$ cat src/rtl/arsr_regs.vh
// arsr_regs.vh: command-block addresses, bit positions, opcodes and timing counts
// assumes: included by the arsr design files only, by bare name
`ifndef ARSR_REGS_VH
`define ARSR_REGS_VH

// command-block register addresses
`define ARSR_ADDR_DATA 3'h0
`define ARSR_ADDR_ERRFEAT 3'h1
`define ARSR_ADDR_COUNT 3'h2
`define ARSR_ADDR_LBA_LO 3'h3
`define ARSR_ADDR_LBA_MID 3'h4
`define ARSR_ADDR_LBA_HI 3'h5
`define ARSR_ADDR_DEVICE 3'h6
`define ARSR_ADDR_STATCMD 3'h7

// opcodes
`define ARSR_OP_READ_EXT 8'h24
`define ARSR_OP_STREAM_DMA 8'h2a

// status bit positions
`define ARSR_ST_BSY 7
`define ARSR_ST_RDY 6
`define ARSR_ST_SE 5
`define ARSR_ST_DSC 4
`define ARSR_ST_DRQ 3
`define ARSR_ST_ERR 0

// error bit positions
`define ARSR_ER_CRC 7
`define ARSR_ER_UNC 6
`define ARSR_ER_IDNF 4
`define ARSR_ER_ABRT 2
`define ARSR_ER_CCTO 0

// feature current fields
`define ARSR_FT_RC 6
`define ARSR_FT_SID_HI 2
`define ARSR_FT_SID_LO 0

// reset values
`define ARSR_RST_BYTE 8'h00
`define ARSR_RST_DEVICE 8'h40

// timing: one microsecond tick from the 125 MHz core clock
`define ARSR_CLK_MHZ 125
`define ARSR_TICK_US 1
`define ARSR_TICK_CYCLES (`ARSR_TICK_US * `ARSR_CLK_MHZ)

`endif

$ cat src/rtl/arsr_fifo.v
// arsr_fifo.v: synchronous word fifo, valid/ready on both sides, flushable
// assumes: one clock, asynchronous active-low reset
`timescale 1ns/1ns

module arsr_fifo #(
    parameter WIDTH = 16,
    parameter DEPTH = 16,
    parameter AW = 4
) (
    input wire core_clk_in,
    input wire arst_n_in,
    input wire flush_in,
    input wire [WIDTH-1:0] in_data_in,
    input wire in_valid_in,
    output wire in_ready_out,
    output wire [WIDTH-1:0] out_data_out,
    output wire out_valid_out,
    input wire out_ready_in
);
    reg [WIDTH-1:0] mem [0:DEPTH-1];
    reg [AW-1:0] wr_ptr;
    reg [AW-1:0] rd_ptr;
    reg [AW:0] count;
    wire push;
    wire pop;

    assign in_ready_out = (count != DEPTH[AW:0]);
    assign out_valid_out = (count != {(AW+1){1'b0}});
    assign out_data_out = mem[rd_ptr];
    assign push = in_valid_in && in_ready_out;
    assign pop = out_valid_out && out_ready_in;

    always @(posedge core_clk_in) begin
        if (push) begin
            mem[wr_ptr] <= in_data_in;
        end
    end

    always @(posedge core_clk_in or negedge arst_n_in) begin
        if (!arst_n_in) begin
            wr_ptr <= {AW{1'b0}};
            rd_ptr <= {AW{1'b0}};
            count <= {(AW+1){1'b0}};
        end else if (flush_in) begin
            wr_ptr <= {AW{1'b0}};
            rd_ptr <= {AW{1'b0}};
            count <= {(AW+1){1'b0}};
        end else begin
            if (push) begin
                wr_ptr <= (wr_ptr == DEPTH[AW-1:0] - 1'b1) ? {AW{1'b0}} : wr_ptr + 1'b1;
            end
            if (pop) begin
                rd_ptr <= (rd_ptr == DEPTH[AW-1:0] - 1'b1) ? {AW{1'b0}} : rd_ptr + 1'b1;
            end
            if (push && !pop) begin
                count <= count + 1'b1;
            end else if (pop && !push) begin
                count <= count - 1'b1;
            end
        end
    end
endmodule // arsr_fifo

$ cat src/rtl/arsr_core.v
// arsr_core.v: device-side command block for the extended sector read and the streaming read
// assumes: host strobes are one-cycle and synchronous; media streams sector words in order
`timescale 1ns/1ns
`include "arsr_regs.vh"

module arsr_core #(
    parameter SECTOR_WORDS = 256,
    parameter FIFO_DEPTH = 16,
    parameter FIFO_AW = 4,
    parameter CCTL_UNIT_US = 1,
    parameter CCTL_MIN_US = 1
) (
    input wire core_clk_in,
    input wire arst_n_in,
    input wire [2:0] host_addr_in,
    input wire [7:0] host_wdata_in,
    input wire host_wr_in,
    input wire host_rd_in,
    input wire host_hob_in,
    output reg [15:0] host_rdata_out,
    output wire [15:0] dma_data_out,
    output wire dma_valid_out,
    input wire dma_ready_in,
    output wire media_req_out,
    output reg [47:0] media_lba_out,
    input wire [15:0] media_data_in,
    input wire media_valid_in,
    input wire media_last_in,
    input wire [3:0] media_err_in,
    output wire media_ready_out,
    input wire [63:0] stream_cctl_in,
    output reg [7:0] errlog_out
);
    localparam S_IDLE = 2'h0;
    localparam S_RUN = 2'h1;
    localparam S_DRAIN = 2'h2;
    localparam [6:0] TICK_MAX = `ARSR_TICK_CYCLES - 1;

    reg [1:0] state;
    reg [7:0] feat_cur, feat_prev, cnt_cur, cnt_prev;
    reg [7:0] lo_cur, lo_prev, mid_cur, mid_prev, hi_cur, hi_prev;
    reg [7:0] device;
    reg [7:0] error;
    reg bsy, err, se, stream, rc, fail, err_seen, run_open;
    reg [16:0] sec_left;
    reg [16:0] run_cnt;
    reg [47:0] err_lba;
    reg [6:0] tick_cnt;
    reg [31:0] elapsed_us;
    reg [31:0] limit_us;
    reg lim_on;
    reg flush;

    wire [47:0] start_lba;
    wire [15:0] start_cnt;
    wire [2:0] sid;
    wire [7:0] dflt_cctl;
    wire [7:0] cctl_sel;
    wire [31:0] cctl_raw;
    wire fifo_in_ready, fifo_out_valid, fifo_pop, pio_pop;
    wire [15:0] fifo_out_data;
    wire word_take, sector_end, sec_bad, expired, tick;
    wire [7:0] err_bits;

    // the 48-bit start address and 16-bit count come from both slots
    assign start_lba = {hi_prev, mid_prev, lo_prev, hi_cur, mid_cur, lo_cur};
    assign start_cnt = {cnt_prev, cnt_cur};
    assign sid = feat_cur[`ARSR_FT_SID_HI:`ARSR_FT_SID_LO];
    assign dflt_cctl = stream_cctl_in[{sid, 3'h0} +: 8];
    assign cctl_sel = (feat_prev != 8'h00) ? feat_prev : dflt_cctl;
    assign cctl_raw = {24'h000000, cctl_sel} * CCTL_UNIT_US;

    assign tick = (tick_cnt == TICK_MAX);
    assign expired = stream && lim_on && (elapsed_us >= limit_us) && (state != S_IDLE);
    assign media_req_out = (state == S_RUN);
    assign media_ready_out = (state == S_RUN) && fifo_in_ready && !expired;
    assign word_take = media_ready_out && media_valid_in;
    assign sector_end = word_take && media_last_in;
    assign sec_bad = (media_err_in != 4'h0);
    assign err_bits = {media_err_in[3], media_err_in[2], 1'b0, media_err_in[1],
                       1'b0, media_err_in[0], 2'b00};

    // pio words leave through the data register, stream words through the dma port
    assign pio_pop = host_rd_in && (host_addr_in == `ARSR_ADDR_DATA) && !stream;
    assign dma_valid_out = stream && fifo_out_valid;
    assign fifo_pop = stream ? dma_ready_in : pio_pop;

    arsr_fifo #(
        .WIDTH(16),
        .DEPTH(FIFO_DEPTH),
        .AW(FIFO_AW)
    ) u_fifo (
        .core_clk_in(core_clk_in),
        .arst_n_in(arst_n_in),
        .flush_in(flush),
        .in_data_in(media_data_in),
        .in_valid_in(word_take),
        .in_ready_out(fifo_in_ready),
        .out_data_out(fifo_out_data),
        .out_valid_out(fifo_out_valid),
        .out_ready_in(fifo_pop)
    );
    assign dma_data_out = fifo_out_data;

    // microsecond base for the completion limit, counted from the command write
    always @(posedge core_clk_in or negedge arst_n_in) begin
        if (!arst_n_in) begin
            tick_cnt <= 7'h00;
            elapsed_us <= 32'h00000000;
        end else if (state == S_IDLE) begin
            tick_cnt <= 7'h00;
            elapsed_us <= 32'h00000000;
        end else begin
            tick_cnt <= tick ? 7'h00 : tick_cnt + 7'h01;
            if (tick && (elapsed_us != 32'hffffffff)) begin
                elapsed_us <= elapsed_us + 32'h00000001;
            end
        end
    end

    // host register reads; hob picks the previous byte of each pair
    always @(posedge core_clk_in or negedge arst_n_in) begin
        if (!arst_n_in) begin
            host_rdata_out <= 16'h0000;
        end else if (host_rd_in) begin
            case (host_addr_in)
                `ARSR_ADDR_DATA: host_rdata_out <= (!stream && fifo_out_valid) ?
                                                   fifo_out_data : 16'h0000;
                `ARSR_ADDR_ERRFEAT: host_rdata_out <= {8'h00, error};
                `ARSR_ADDR_COUNT: host_rdata_out <= {8'h00, host_hob_in ? cnt_prev : cnt_cur};
                `ARSR_ADDR_LBA_LO: host_rdata_out <= {8'h00, host_hob_in ? lo_prev : lo_cur};
                `ARSR_ADDR_LBA_MID: host_rdata_out <= {8'h00, host_hob_in ? mid_prev : mid_cur};
                `ARSR_ADDR_LBA_HI: host_rdata_out <= {8'h00, host_hob_in ? hi_prev : hi_cur};
                `ARSR_ADDR_DEVICE: host_rdata_out <= {8'h00, device};
                `ARSR_ADDR_STATCMD: host_rdata_out <= {8'h00, bsy, 1'b1, stream & se, ~stream,
                                                       bsy & ~stream & fifo_out_valid,
                                                       2'b00, err};
                default: host_rdata_out <= 16'h0000;
            endcase
        end
    end

    // command block, sequencing and ending status
    always @(posedge core_clk_in or negedge arst_n_in) begin
        if (!arst_n_in) begin
            state <= S_IDLE;
            feat_cur <= `ARSR_RST_BYTE;
            feat_prev <= `ARSR_RST_BYTE;
            cnt_cur <= `ARSR_RST_BYTE;
            cnt_prev <= `ARSR_RST_BYTE;
            lo_cur <= `ARSR_RST_BYTE;
            lo_prev <= `ARSR_RST_BYTE;
            mid_cur <= `ARSR_RST_BYTE;
            mid_prev <= `ARSR_RST_BYTE;
            hi_cur <= `ARSR_RST_BYTE;
            hi_prev <= `ARSR_RST_BYTE;
            device <= `ARSR_RST_DEVICE;
            error <= `ARSR_RST_BYTE;
            errlog_out <= `ARSR_RST_BYTE;
            bsy <= 1'b0;
            err <= 1'b0;
            se <= 1'b0;
            stream <= 1'b0;
            rc <= 1'b0;
            fail <= 1'b0;
            err_seen <= 1'b0;
            run_open <= 1'b0;
            sec_left <= 17'h00000;
            run_cnt <= 17'h00000;
            err_lba <= 48'h000000000000;
            media_lba_out <= 48'h000000000000;
            limit_us <= 32'h00000000;
            lim_on <= 1'b0;
            flush <= 1'b0;
        end else begin
            flush <= 1'b0;
            case (state)
                S_IDLE: begin
                    // writes while busy are ignored; each feature, count or lba write ages current to previous
                    if (host_wr_in) begin
                        case (host_addr_in)
                            `ARSR_ADDR_ERRFEAT: begin
                                feat_prev <= feat_cur;
                                feat_cur <= host_wdata_in;
                            end
                            `ARSR_ADDR_COUNT: begin
                                cnt_prev <= cnt_cur;
                                cnt_cur <= host_wdata_in;
                            end
                            `ARSR_ADDR_LBA_LO: begin
                                lo_prev <= lo_cur;
                                lo_cur <= host_wdata_in;
                            end
                            `ARSR_ADDR_LBA_MID: begin
                                mid_prev <= mid_cur;
                                mid_cur <= host_wdata_in;
                            end
                            `ARSR_ADDR_LBA_HI: begin
                                hi_prev <= hi_cur;
                                hi_cur <= host_wdata_in;
                            end
                            `ARSR_ADDR_DEVICE: device <= host_wdata_in;
                            `ARSR_ADDR_STATCMD: begin
                                err <= 1'b0;
                                se <= 1'b0;
                                error <= 8'h00;
                                fail <= 1'b0;
                                err_seen <= 1'b0;
                                run_open <= 1'b0;
                                run_cnt <= 17'h00000;
                                media_lba_out <= start_lba;
                                // a zero count asks for the full 65536 sectors
                                sec_left <= (start_cnt == 16'h0000) ? 17'h10000 :
                                            {1'b0, start_cnt};
                                flush <= 1'b1;
                                if (host_wdata_in == `ARSR_OP_READ_EXT) begin
                                    bsy <= 1'b1;
                                    stream <= 1'b0;
                                    rc <= 1'b0;
                                    lim_on <= 1'b0;
                                    state <= S_RUN;
                                end else if (host_wdata_in == `ARSR_OP_STREAM_DMA) begin
                                    bsy <= 1'b1;
                                    stream <= 1'b1;
                                    rc <= feat_cur[`ARSR_FT_RC];
                                    errlog_out <= 8'h00;
                                    lim_on <= (cctl_sel != 8'h00);
                                    limit_us <= (cctl_raw < CCTL_MIN_US) ? CCTL_MIN_US :
                                                cctl_raw;
                                    state <= S_RUN;
                                end else begin
                                    // unknown opcodes end at once with an abort
                                    err <= 1'b1;
                                    error <= 8'h04;
                                end
                            end
                            default: device <= device;
                        endcase
                    end
                end
                S_RUN, S_DRAIN: begin
                    if (sector_end) begin
                        sec_left <= sec_left - 17'h00001;
                        media_lba_out <= media_lba_out + 48'h000000000001;
                        if (sec_bad && rc) begin
                            // continuous mode keeps going and only logs the fault
                            errlog_out <= errlog_out | err_bits;
                            se <= 1'b1;
                            if (!err_seen) begin
                                err_seen <= 1'b1;
                                err_lba <= media_lba_out;
                                run_cnt <= 17'h00001;
                                run_open <= 1'b1;
                            end else if (run_open) begin
                                run_cnt <= run_cnt + 17'h00001;
                            end
                        end else if (sec_bad) begin
                            // stop here; the failing sector's words still drain
                            fail <= 1'b1;
                            err_lba <= media_lba_out;
                            error <= err_bits;
                            state <= S_DRAIN;
                        end else begin
                            run_open <= 1'b0;
                        end
                        if (sec_left == 17'h00001) begin
                            state <= S_DRAIN;
                        end
                    end
                    if (expired) begin
                        // time is up: drop what is queued and end now
                        flush <= 1'b1;
                        bsy <= 1'b0;
                        state <= S_IDLE;
                        if (rc) begin
                            errlog_out <= errlog_out | 8'h01;
                            se <= 1'b1;
                            err <= 1'b0;
                        end else begin
                            err <= 1'b1;
                            error <= error | 8'h01;
                        end
                    end else if ((state == S_DRAIN) && !fifo_out_valid && !sector_end) begin
                        bsy <= 1'b0;
                        err <= fail && !rc;
                        state <= S_IDLE;
                        if (fail || err_seen) begin
                            {hi_prev, mid_prev, lo_prev, hi_cur, mid_cur, lo_cur} <= err_lba;
                            cnt_prev <= fail ? sec_left[15:8] : run_cnt[15:8];
                            cnt_cur <= fail ? sec_left[7:0] : run_cnt[7:0];
                        end
                    end
                end
                default: state <= S_IDLE;
            endcase
        end
    end
endmodule // arsr_core

$ cat config.mk
export PLATFORM = sky130hd
export DESIGN_NAME = arsr_core
export DESIGN_NICKNAME = d
export VERILOG_FILES = /design/src/rtl/arsr_fifo.v /design/src/rtl/arsr_core.v
export VERILOG_INCLUDE_DIRS = /design/src /design/src/rtl
export SDC_FILE = /design/constraint.sdc
export NUM_CORES = 1
export LEC_CHECK = 0
export BUFFER_PORTS_ARGS = -buffer_cell sky130_fd_sc_hd__clkbuf_2
export CORE_MARGIN = 1.5
export CORE_UTILIZATION = 30
export CTS_CLUSTER_DIAMETER = 200
export DETAILED_ROUTE_END_ITERATION = 10
export PLACE_DENSITY = 0.52
export SYNTH_ARGS = -nofsm -noshare
export SYNTH_HDL_FRONTEND = slang
export SYNTH_SLANG_ARGS = --single-unit
export TNS_END_PERCENT = 5
$ cat constraint.sdc
create_clock -name core_clk_in -period 3.4 [get_ports core_clk_in]
set_input_delay 1.02 -clock core_clk_in [delete_from_list [all_inputs] [get_ports core_clk_in]]
set_output_delay 1.02 -clock core_clk_in [all_outputs]
set_load 0.05 [all_outputs]
* Word level (Yosys, flattened, before mapping) *
Memories as Yosys holds them, arrays and structs flattened.
Cells that the tools add are included.

storage, ports and cells
  register bits = 346
  RAM bits = 256
  input bits = 103
  output and inout port bits = 91
  logic and storage cells = 330
  memories kept = 1

memory list
  name        depth  width  read ports  clocked after Yosys merged registers in  wr ports  line            source
  u_fifo.mem  16     16     1           0                                        1         arsr_fifo.v:20  reg [WIDTH-1:0] mem [0:DEPTH-1];

cells by class
  add/subtract/negate cells = 9
  magnitude comparators = 2
  eq/ne operators = 43
  shifts and indexed selects = 1
  muxes and demuxes = 166
  bitwise gates (word level) = 6
  reductions and logical operators = 65

operators by type and width
  cell                     number
  $mux W8                  63
  $mux W48                 6
  $mux W17                 10
  $pmux W8 S2              10
  $pmux W16 S8             1
  $pmux W48 S2             1
  $pmux W17 S2             2
  $mux W32                 2
  $shiftx A64 B7 Y8        1
  $reduce_and A6 Y1        9
  $add A48 B1 Y48 const B  1
  $mux W1                  39
  $add A32 B1 Y32 const B  1
  $ge A32 B32 Y1           1
  $ne A32 B32 Y1 const B   1
  $mux W4                  6
  $logic_and A1 B1 Y1      20
  $mux W2                  10
  $ne A2 B2 Y1 const B     10
  $reduce_and A4 Y1        5
  $reduce_and A5 Y1        4
  $ne A3 B3 Y1 const B     6
  $add A17 B1 Y17 const B  1
  $eq A17 B1 Y1 const B    1
  other kinds (39)         81

* Depth between registers and ports, before layout *
Gate-level depths: netlist of run 1.

  word-level depth = 12
  gate-level depth with buffers = 14
  gate-level depth less buffers = 14

* Hierarchy *
A second synthesis of run 1 with hierarchy kept.

unflattened totals
  cell total of the unflattened synthesis = 2308
  area total of the unflattened synthesis = 27759.1 um^2

modules (own cells, without submodules)
  module     instances  cells each  area an instance (um^2)
  arsr_core  1          1724        16985.0
  arsr_fifo  1          584         10774.1

* Worst setup path before layout of run 1 *
OpenSTA, ideal clock, no wires.

  kind = register to output
  start point = register u_fifo.rd_ptr[2]
  end point = output port dma_data_out[13]
  arrival = 2.689 ns
  data required time = 2.380 ns
  path slack = -0.309 ns
  stages on the path, launching flop included = 7
  path through = dfrtp_1 > clkbuf_1 > clkbuf_1 > clkbuf_1 > mux4_2 > mux2i_1 > o21ai_0

on the way
  word-level cells in the longest chain between the ends = 1

ends and longest elaborated chain
  element                 line            source
  from (decl)             arsr_fifo.v:22  reg [AW-1:0] rd_ptr;
  from (signal assigned)  arsr_fifo.v:42  rd_ptr <= {AW{1'b0}};
  from (signal assigned)  arsr_fifo.v:46  rd_ptr <= {AW{1'b0}};
  from (signal assigned)  arsr_fifo.v:53  rd_ptr <= (rd_ptr == DEPTH[AW-1:0] - 1'b1) ? {AW{1'b0}} : rd_ptr + 1'b1;
  $mem_v2 Z16 W16         --
  to (decl)               arsr_core.v:21  output wire [15:0] dma_data_out,

No other way between the ends.

* Worst setup path in the final report of run 1 *
  start point = register elapsed_us[7]
  end point = output port media_ready_out

on the way
  word-level cells in the longest chain between the ends = 5

ends and longest elaborated chain
  element                           line             source
  from (decl)                       arsr_core.v:49   reg [31:0] elapsed_us;
  from (signal assigned)            arsr_core.v:116  elapsed_us <= elapsed_us + 32'h00000001;
  $ge A32 B32 Y1                    arsr_core.v:74   assign expired = stream && lim_on && (elapsed_us >= limit_us) && (state != S_IDLE);
  $logic_and A1 B1 Y1 (2 in a row)  arsr_core.v:74
  $logic_not A1 Y1                  arsr_core.v:76   assign media_ready_out = (state == S_RUN) && fifo_in_ready && !expired;
  $logic_and A1 B1 Y1               arsr_core.v:76
  to (decl)                         arsr_core.v:30   output wire media_ready_out,

No other way between the ends.

==> metrics.csv, run 1 <==
metric;value;unit
status;finished with violations;
violations;setup timing;
avgSynthCellArea;12.0;um^2
p_per_area;972;nW/um^2
synth_edf_count;256;
antenna_left;0;
min_path_type;in -> async;
num_rows;110;
grt_overflow;0;
die-area;92400;um^2
grt_max_degree;131;
required;2.38;ns
fp.dieH;304;um
placed_area;30400;um^2
clock_path_buffers;3;
dr.pass1.iters;6;
p_leak;13.0;nW
synth-main-ff-cell;dfrtp_1;
wl;88.6;mm
wl_per_cell;23.5;um
tns;-1.69;ns
hpwl;59.6;mm
htree_num_levels;3;
min_period_over_period;1.05;
ys_warn_count;0;
clock_skew;0.0369;ns
antenna_found_initial;3;
post-route-drc-count;0;
rsz0062_at_grt;yes;
hold_viol_final;0;
coreArea;89900;um^2
ir_drop;0.676;mV
cts_sinks;574;
synthArstFlopShare;0.554;
synth_area;27200;um^2
hold_slack;0.349;ns
drive_gt1_frac;0.274;
cp.arrival;2.56;ns
setup_violations;16;
timing.final.ws_setup;-0.184;ns
cts_tree;done;
slew_violations;0;
first_global_vias;20641;
final_cell_area;33600;um^2
via_count;20441;
pin_count;194;
grt_pass1_wl;134;mm
ys_ff_latch;574;
relSlewSlack;0.412;
period_minus_slack;3.58;ns
routed_via_density;5.43;
numCtsBuffers;67;
synth_cells;2259;
finalNetCount;2665;
ys_seq_area_frac;0.576;
fmax;279;MHz
routabilityCongestion;0.916;
worst_pin_slew;0.875;ns
grt_use_total;0.190;
numPortBuffers;190;
crit_path_end_kind;output pin;
die_w;304;um
drv_cap;0;
clkSlewWorstSetupHoldPaths;0.05;ns
path_class;reg -> out;
clk_latency;0.62;ns
root_buffer;clkbuf_16;
cp-start-kind;register;
synth_cell_types;79;
initialDrtViolationCount;2019;
area_growth;23.7;%
initial_core_util;0.302;
crit_fanout;3;
post-route-util;0.374;
## synth_stat cells (9+ instances only)
| cell type | n | area [um^2] |
|---|---|---|
| nor4_1 | 30 | 188 |
| a22oi_1 | 18 | 135 |
| nand4_1 | 43 | 269 |
| edfxtp_1 | 256 | 7690 |
| buf_1 | 10 | 37.5 |
| nor2_1 | 183 | 687 |
| mux2i_1 | 60 | 601 |
| mux2_2 | 98 | 1100 |
| clkbuf_1 | 102 | 383 |
| mux4_2 | 82 | 1850 |
| nand3_1 | 70 | 350 |
| buf_2 | 22 | 110 |
| nand2_1 | 167 | 627 |
| and2_1 | 14 | 87.6 |
| o21ai_0 | 113 | 566 |
| a211oi_1 | 28 | 210 |
| and3_1 | 45 | 282 |
| or3_1 | 21 | 131 |
| a22o_1 | 12 | 105 |
| ha_1 | 28 | 350 |
| or4_1 | 11 | 82.6 |
| a221oi_1 | 9 | 78.8 |
| and4_1 | 11 | 96.3 |
| xor2_1 | 33 | 289 |
| a31oi_1 | 17 | 106 |
| dfrtp_1 | 317 | 7930 |
| o22ai_1 | 11 | 68.8 |
| nor2b_1 | 28 | 175 |
| inv_1 | 57 | 214 |
| xnor2_1 | 14 | 123 |
| o21ai_1 | 17 | 85.1 |
| o211ai_1 | 14 | 105 |
| nor3_1 | 40 | 200 |
| a21oi_1 | 165 | 826 |
## routing by layer
| layer | up-vias | part of all wire | track usage |
|---|---|---|---|
| met2 | 729 | 0.47 | 0.303 |
| met4 | 6 | 0.028 | 0.0577 |
| met5 | - | 0.00042 | 0 |
| met3 | 151 | 0.071 | 0.0430 |
| met1 | 10503 | 0.43 | 0.258 |
| li1 | 9052 | - | - |
## where the power goes
group / switching [mW] / leakage (nW) / internal [mW]
logic: 8.65 / 5.64 / 5.78
registers: 1.88 / 6.24 / 8.83
clock network: 2.99 / 1.14 / 4.55
## flip-flops by register name (all words and copies together), names as in the netlist, 16 cells and up
register	flops
err_lba	48
media_lba_out	48
u_fifo.mem	256
host_rdata_out	16
sec_left	17
run_cnt	16
elapsed_us	32
## placed cells by master (no fill, tap or decap), types with 53 or more instances in the layout
cell       synthesis  layout
mux2i_1           60      53
a21oi_1          165     158
clkbuf_2           0     172
dfrtp_1          317     314
mux4_2            82      82
clkbuf_16          0      72
inv_1             57      55
buf_4              5     110
mux2_2            98      94
nand3_1           70      70
nand2_1          167     163
edfxtp_1         256     256
o21ai_0          113     104
nor2_1           183     181
## path summary, 6_finish.rpt
kind	to	start	depth (start not counted)	slack, ns
setup / recovery	media_ready_out	elapsed_us[7]	7	-0.18
hold / removal	errlog_out[0]	arst_n_in	1	0.35
setup reg to reg	u_fifo.count[4]	elapsed_us[6]	15	0.06
hold reg to reg	err_lba[47]	err_lba[47]	1	0.50
max in group asynchronous	device[6]	arst_n_in	2	2.17
min in group core_clk_in	err_lba[47]	err_lba[47]	1	0.50
## cells by family (layout without fill, tap and decap cells)
family | Yosys count | count (layout) | share of synthesized area
buf+inv | 199 | 525 | 0.0300
fa+ha+maj | 29 | 29 | 0.0136
other cells | 1 | 4 | 0.000138
mux | 242 | 242 | 0.132
simple gates | 690 | 690 | 0.125
flops | 574 | 574 | 0.576
compound gates | 477 | 477 | 0.109
xor+xnor | 47 | 47 | 0.0151
## critical path, cell delays in order (launching register included)
cell and delay, ns:
dfrtp_1 0.42, ha_4 0.30, and3_4 0.18, or3b_4 0.38
a221oi_4 0.26, nor3_4 0.06, and3_4 0.21, buf_12 0.15
## area by class of cell
cell class | instances | area (um^2)
flip-flops and latches | 574 | 15700
inverters | 57 | 214
multi-input cells | 1488 | 11100
well taps | 1176 | 1470
repair buffers | 345 | 2850
clock buffers | 94 | 1940
diodes | 1 | 2.50
clock inverters | 29 | 360
fillers | 8663 | 56200
## per-stage QoR
stage	power [mW]	setup WS, ns	std cells
6_report	32.7	-0.184	3764
2_1_floorplan	19.0	-0.293	2261
5_1_grt	34.3	-0.255	3763
4_1_cts	32.4	-0.244	3755
3_5_place_dp	23.9	-0.103	3607
3_3_place_gp	23.7	-0.146	3607
## repair_timing
item | in CTS | in global routing
gates cloned | 5 | 1
gates resized for setup | 76 | 62
setup endpoints to repair | 17 | 220
setup buffers | 20 | 12
pin swaps | 15 | 18
hold buffers | 0 | 0
No activity file was read; power rests on OpenSTA's default activity.
==> inputs of run 2 (changes only) <==
CTS_CLUSTER_SIZE = 28   (was unset)
TNS_END_PERCENT = unset   (was 5)
==> run 2 against run 1 <==
  * The flow still finishes with violations (setup timing)
  * Clock power is 52% lower
  * Fmax is 2.4% lower
  * Clock skew is 0.023 ns higher
  * Utilization is 1.5 points lower
  * Final cell count is 1.9% lower
  * Wire length is 0.80% lower
  * Die area stayed put
  * First-iteration DRC count is 16% higher
  * Global-route usage is 0.33 points lower
==> metrics.csv, run 2 (synthesis gave the netlist of run 1 again) <==
metric;value;unit;change
status;finished with violations;;unchanged
violations;setup timing;;unchanged
hpwl;60.8;mm;was 59.6 mm
wl_per_cell;23.8;um;was 23.5 um
clkSlewWorstSetupHoldPaths;0.11;ns;was 0.05 ns
nFillCells;8749;;was 8,663
dr.pass1.iters;6;;unchanged
timing.final.ws_setup;-0.272;ns;was -0.184 ns
antenna-diode-count;0;;was 1
grt_pass1_wl;133;mm;was 134 mm
worst_pin_slew;0.946;ns;was 0.875 ns
path_class;reg -> out;;unchanged
area_growth;18.7;%;was 23.7%
most-common-layout-cells;dfrtp_1 (313), edfxtp_1 (256), nor2_1 (181);;was dfrtp_1 (314), edfxtp_1 (256), nor2_1 (181)
reg_top3;u_fifo.mem x256, err_lba x48, media_lba_out x48;;unchanged
via_count;20186;;was 20,441
wl;87.9;mm;was 88.6 mm
coreArea;89900;um^2;unchanged
cp-start-kind;register;;unchanged
grt_overflow;0;;unchanged
min_period_over_period;1.08;;was 1.05
initialDrtViolationCount;2340;;was 2,019
finalNetCount;2638;;was 2,665
grt_use_total;0.187;;was 0.190
routabilityCongestion;0.935;;was 0.916
die-area;92400;um^2;unchanged
numPortBuffers;190;;unchanged
die_w;304;um;unchanged
p_leak;12.4;nW;was 13.0 nW
ir_drop;0.694;mV;was 0.676 mV
htree_num_levels;1;;was 3
clock_skew;0.0598;ns;was 0.0369 ns
layout_commonest_cell;dfrtp_1;;unchanged
cts_tree;done;;unchanged
initial_core_util;0.302;;unchanged
rsz0062_at_grt;yes;;unchanged
period_minus_slack;3.67;ns;was 3.58 ns
relSlewSlack;0.368;;was 0.412
antenna_found_initial;9;;was 3
fin_total_pwr;29.2;mW;was 32.7 mW
routed_via_density;5.47;;was 5.43
slew_violations;0;;unchanged
p_per_area;906;nW/um^2;was 972 nW/um^2
root_buffer;clkbuf_16;;unchanged
num_rows;110;;unchanged
fp.dieH;304;um;unchanged
hold_viol_final;0;;unchanged
clk_latency;0.62;ns;about the same
fmax;272;MHz;was 279 MHz
clock_path_buffers;3;;unchanged
cts_sinks;574;;unchanged
numCtsBuffers;24;;was 67
drv_cap;0;;unchanged
pin_count;194;;unchanged
top_register;u_fifo.mem;;unchanged
tns;-2.05;ns;was -1.69 ns
drive_gt1_frac;0.260;;was 0.274
setup_violations;17;;was 16
crit_path_end_kind;output pin;;unchanged
cp.arrival;2.65;ns;was 2.56 ns
grt_max_degree;83;;was 131
largest_reg_flops;256;;unchanged
min_path_type;in -> async;;unchanged
crit_fanout;3;;unchanged
required;2.38;ns;about the same
post-route-drc-count;0;;unchanged
first_global_vias;20185;;was 20,641
antenna_left;0;;unchanged
run 2: cell count changes in the layout (fill, tap and decap cells not counted), sizes merged:
cell	delta
clkbuf	-61
inv	-3
diode	-1
bufinv	-7
clkinv	-17
buf	+19
clkinvlp	-1
run 2: path summary, 6_finish.rpt:
check                           slack [ns]         endpoint  cells after the start          start
worst max-delay path                 -0.27  media_ready_out                      8  elapsed_us[7]
worst min-delay path                  0.35      mid_prev[4]                      1      arst_n_in
worst max register to register        0.06  u_fifo.count[4]                     15    limit_us[7]
worst min register to register        0.52     feat_prev[5]                      1    feat_cur[5]
max in group asynchronous             2.11   elapsed_us[20]                      2      arst_n_in
min in group core_clk_in              0.52     feat_prev[5]                      1    feat_cur[5]
run 2: through the flow:
step                hold WS [ns]  utilization  std cells  worst slack [ns]  cell area, um^2
finish                     0.354        0.359       3693            -0.272            32300
global route               0.381        0.359       3693            -0.332            32300
CTS                        0.357        0.355       3680            -0.310            31900
detailed placement         0.491        0.339       3614           0.00641            30400
global placement           0.485        0.339       3614           -0.0326            30400
floorplan                  0.441            -       2261            0.0400            27200
run 2: cell type report:
type	count	area (um^2)	share of cell area
clock buffers	36	667	0.0207
repair buffers	361	2970	0.0921
flip-flops and latches	574	15700	0.485
clock inverters	1	16.3	0.000504
inverters	57	214	0.00663
multi-input cells	1488	11300	0.349
well taps	1176	1470	0.0456
run 2: what timing repair did:
item,CTS,global route
hold buffers,0,0
pin swaps,18,22
cloned,3,1
gates resized for setup,91,73
buffers inserted,26,14
setup endpoints to repair,17,205
run 2: metal layers:
| layer | up-vias | share of wire | track usage |
|---|---|---|---|
| met5 | - | 0.0011 | 0 |
| met4 | 16 | 0.026 | 0.0449 |
| met3 | 125 | 0.070 | 0.0346 |
| met2 | 695 | 0.47 | 0.299 |
| met1 | 10407 | 0.44 | 0.262 |
| li1 | 8943 | - | - |
run 2: power by group:
part | internal, mW | switching, mW | total [mW]
clock | 1.38 | 2.22 | 3.60
combinational | 6.04 | 8.82 | 14.9
sequential | 8.81 | 1.98 | 10.8
run 2: worst max-delay path: stages (launching register included):
cell	delay, ns
dfrtp_1	0.43
ha_4	0.29
and3_1	0.15
or3b_1	0.36
a221oi_2	0.22
buf_4	0.18
nor3_4	0.04
and3_4	0.21
buf_12	0.15
==> inputs of run 3 (changes only) <==
BUFFER_PORTS_ARGS = unset   (was -buffer_cell sky130_fd_sc_hd__clkbuf_2)
CAP_MARGIN = 20   (was unset)
DONT_BUFFER_PORTS = 1   (was unset)
PLACE_DENSITY = 0.5   (was 0.52)
==> run 3 against run 2 <==
  * The run still ends with setup timing left
  * Combinational power down 7%
  * Non-clock buffer count decreased by 171
  * Final cell count is 4.4% lower
  * Hold slack worse by 0.23 ns
  * Utilization fell by 1.3 points
  * Critical path type unchanged
  * Critical endpoint unchanged
==> metrics.csv, run 3 (synthesis gave the netlist of run 1 again) <==
metric;value;unit;change
status;finished with violations;;unchanged
violations;setup timing;;unchanged
antenna-diode-count;0;;unchanged
numCtsBuffers;24;;unchanged
nFillCells;8829;;was 8,749
finalNetCount;2467;;was 2,638
num_rows;110;;unchanged
fin_cells;3529;;was 3,693
dp_cells;3449;;was 3,614
area_growth;14.3;%;was 18.7%
p_per_area;915;nW/um^2;was 906 nW/um^2
cp.arrival;2.67;ns;was 2.65 ns
clock_path_buffers;3;;unchanged
setup_violations;17;;unchanged
postCtsHoldBufs;0;;unchanged
fp.dieH;304;um;unchanged
die-area;92400;um^2;unchanged
wl;86.6;mm;was 87.9 mm
clk_latency;0.62;ns;about the same
clkSlewWorstSetupHoldPaths;0.12;ns;was 0.11 ns
cts_tree;done;;unchanged
crit_path_end_kind;output pin;;unchanged
layout_commonest_cell;dfrtp_1;;unchanged
cp-start-kind;register;;unchanged
via_count;19153;;was 20,186
dr.pass1.iters;7;;was 6
coreArea;89900;um^2;unchanged
reg_top3;u_fifo.mem x256, err_lba x48, media_lba_out x48;;unchanged
grt_use_total;0.183;;was 0.187
post-route-drc-count;0;;unchanged
fmax;271;MHz;was 272 MHz
post-route-util;0.346;;was 0.359
timing.final.ws_setup;-0.292;ns;was -0.272 ns
r2r_end;u_fifo.count[4];;unchanged
path_class;reg -> out;;unchanged
worst_pin_slew;1.04;ns;was 0.946 ns
rrSetupSlack;0.02;ns;was 0.06 ns
required;2.38;ns;about the same
die_w;304;um;unchanged
grt_pass1_wl;128;mm;was 133 mm
routed_via_density;5.43;;was 5.47
p_leak;11.5;nW;was 12.4 nW
clock_skew;0.0408;ns;was 0.0598 ns
period_minus_slack;3.69;ns;was 3.67 ns
numPortBuffers;0;;was 190
min_path_type;in -> async;;unchanged
grt_overflow;0;;unchanged
most-common-layout-cells;dfrtp_1 (313), edfxtp_1 (256), nor2_1 (181);;unchanged
rsz0062_at_grt;yes;;unchanged
grt_max_degree;319;;was 83
htree_num_levels;1;;unchanged
crit_fanout;2;;was 3
drv_cap;0;;unchanged
fin_total_pwr;28.4;mW;was 29.2 mW
pin_count;194;;unchanged
crit_end;media_ready_out;;unchanged
min_period_over_period;1.09;;was 1.08
crit_path_start;elapsed_us[6];;was elapsed_us[7]
initialDrtViolationCount;1725;;was 2,340
largest_reg_flops;256;;unchanged
hold_viol_final;0;;unchanged
relSlewSlack;0.308;;was 0.368
slew_violations;0;;unchanged
drive_gt1_frac;0.200;;was 0.260
r2r.worst_path.cells;15;;unchanged
hpwl;58.8;mm;was 60.8 mm
initial_core_util;0.302;;unchanged
tns;-2.17;ns;was -2.05 ns
root_buffer;clkbuf_16;;unchanged
rr_startpoint;elapsed_us[6];;was limit_us[7]
top_register;u_fifo.mem;;unchanged
cts_sinks;574;;unchanged
first_global_vias;18897;;was 20,185
wl_per_cell;24.5;um;was 23.8 um
routabilityCongestion;0.858;;was 0.935
ir_drop;0.583;mV;was 0.694 mV
antenna_left;0;;unchanged
antenna_found_initial;7;;was 9
==> run 3: critical path: stages, from the launching register on <==
cell      delay (ns)
dfrtp_1         0.41
ha_1            0.30
and3_1          0.17
or3b_4          0.39
a221oi_4        0.24
buf_6           0.15
nor3_4          0.03
and3_4          0.21
buf_12          0.15
==> run 3: cell type report <==
type / count / area [um^2] / area share
clock buffers: 43 / 693 / 0.0223
clock inverters: 1 / 16.3 / 0.000524
inverters: 57 / 214 / 0.00689
multi-input cells: 1488 / 11000 / 0.355
flip-flops and latches: 574 / 15700 / 0.504
well taps: 1176 / 1470 / 0.0474
repair buffers: 190 / 1980 / 0.0638
==> run 3: worst min path at each step <==
stage,start,end,slack [ns],cells past startpoint
final,arst_n_in,sec_left[5],0.13,0
after global routing,arst_n_in,errlog_out[6],0.1,0
after CTS,arst_n_in,run_cnt[4],0.09,0
after detailed placement,feat_cur[5],feat_prev[5],0.49,1
after global placement,feat_cur[5],feat_prev[5],0.49,1
after floorplan,flush,u_fifo.wr_ptr[1],0.44,1
==> run 3: timing repair <==
action                                  CTS  global route
endpoints found under the setup margin   17           161
pin swaps                                11             6
buffers inserted                         26            11
resized for setup                        61            38
cloned                                    2             0
endpoints found under the hold margin     0             0
==> run 3: routing by layer <==
metal,global-route usage,share of wire
met5,0,0.0011
met2,0.292,0.46
met4,0.0478,0.029
met3,0.0591,0.088
met1,0.239,0.42
==> run 3: through the flow <==
| stage | instance area, um^2 | hold WS [ns] | setup slack, ns |
|---|---|---|---|
| after floorplan | 27200 | 0.441 | 0.0400 |
| after global placement | 29600 | 0.488 | 0.0138 |
| after detailed placement | 29600 | 0.491 | 0.0515 |
| after CTS | 30900 | 0.0914 | -0.352 |
| after global routing | 31100 | 0.0957 | -0.387 |
| final | 31100 | 0.129 | -0.292 |
==> run 3: report_power, final <==
part | total (mW) | switching [mW] | internal (mW)
sequential | 10.8 | 2.02 | 8.81
clock | 3.68 | 2.26 | 1.42
combinational | 13.9 | 8.29 | 5.64
total | 28.4 | 12.6 | 15.9
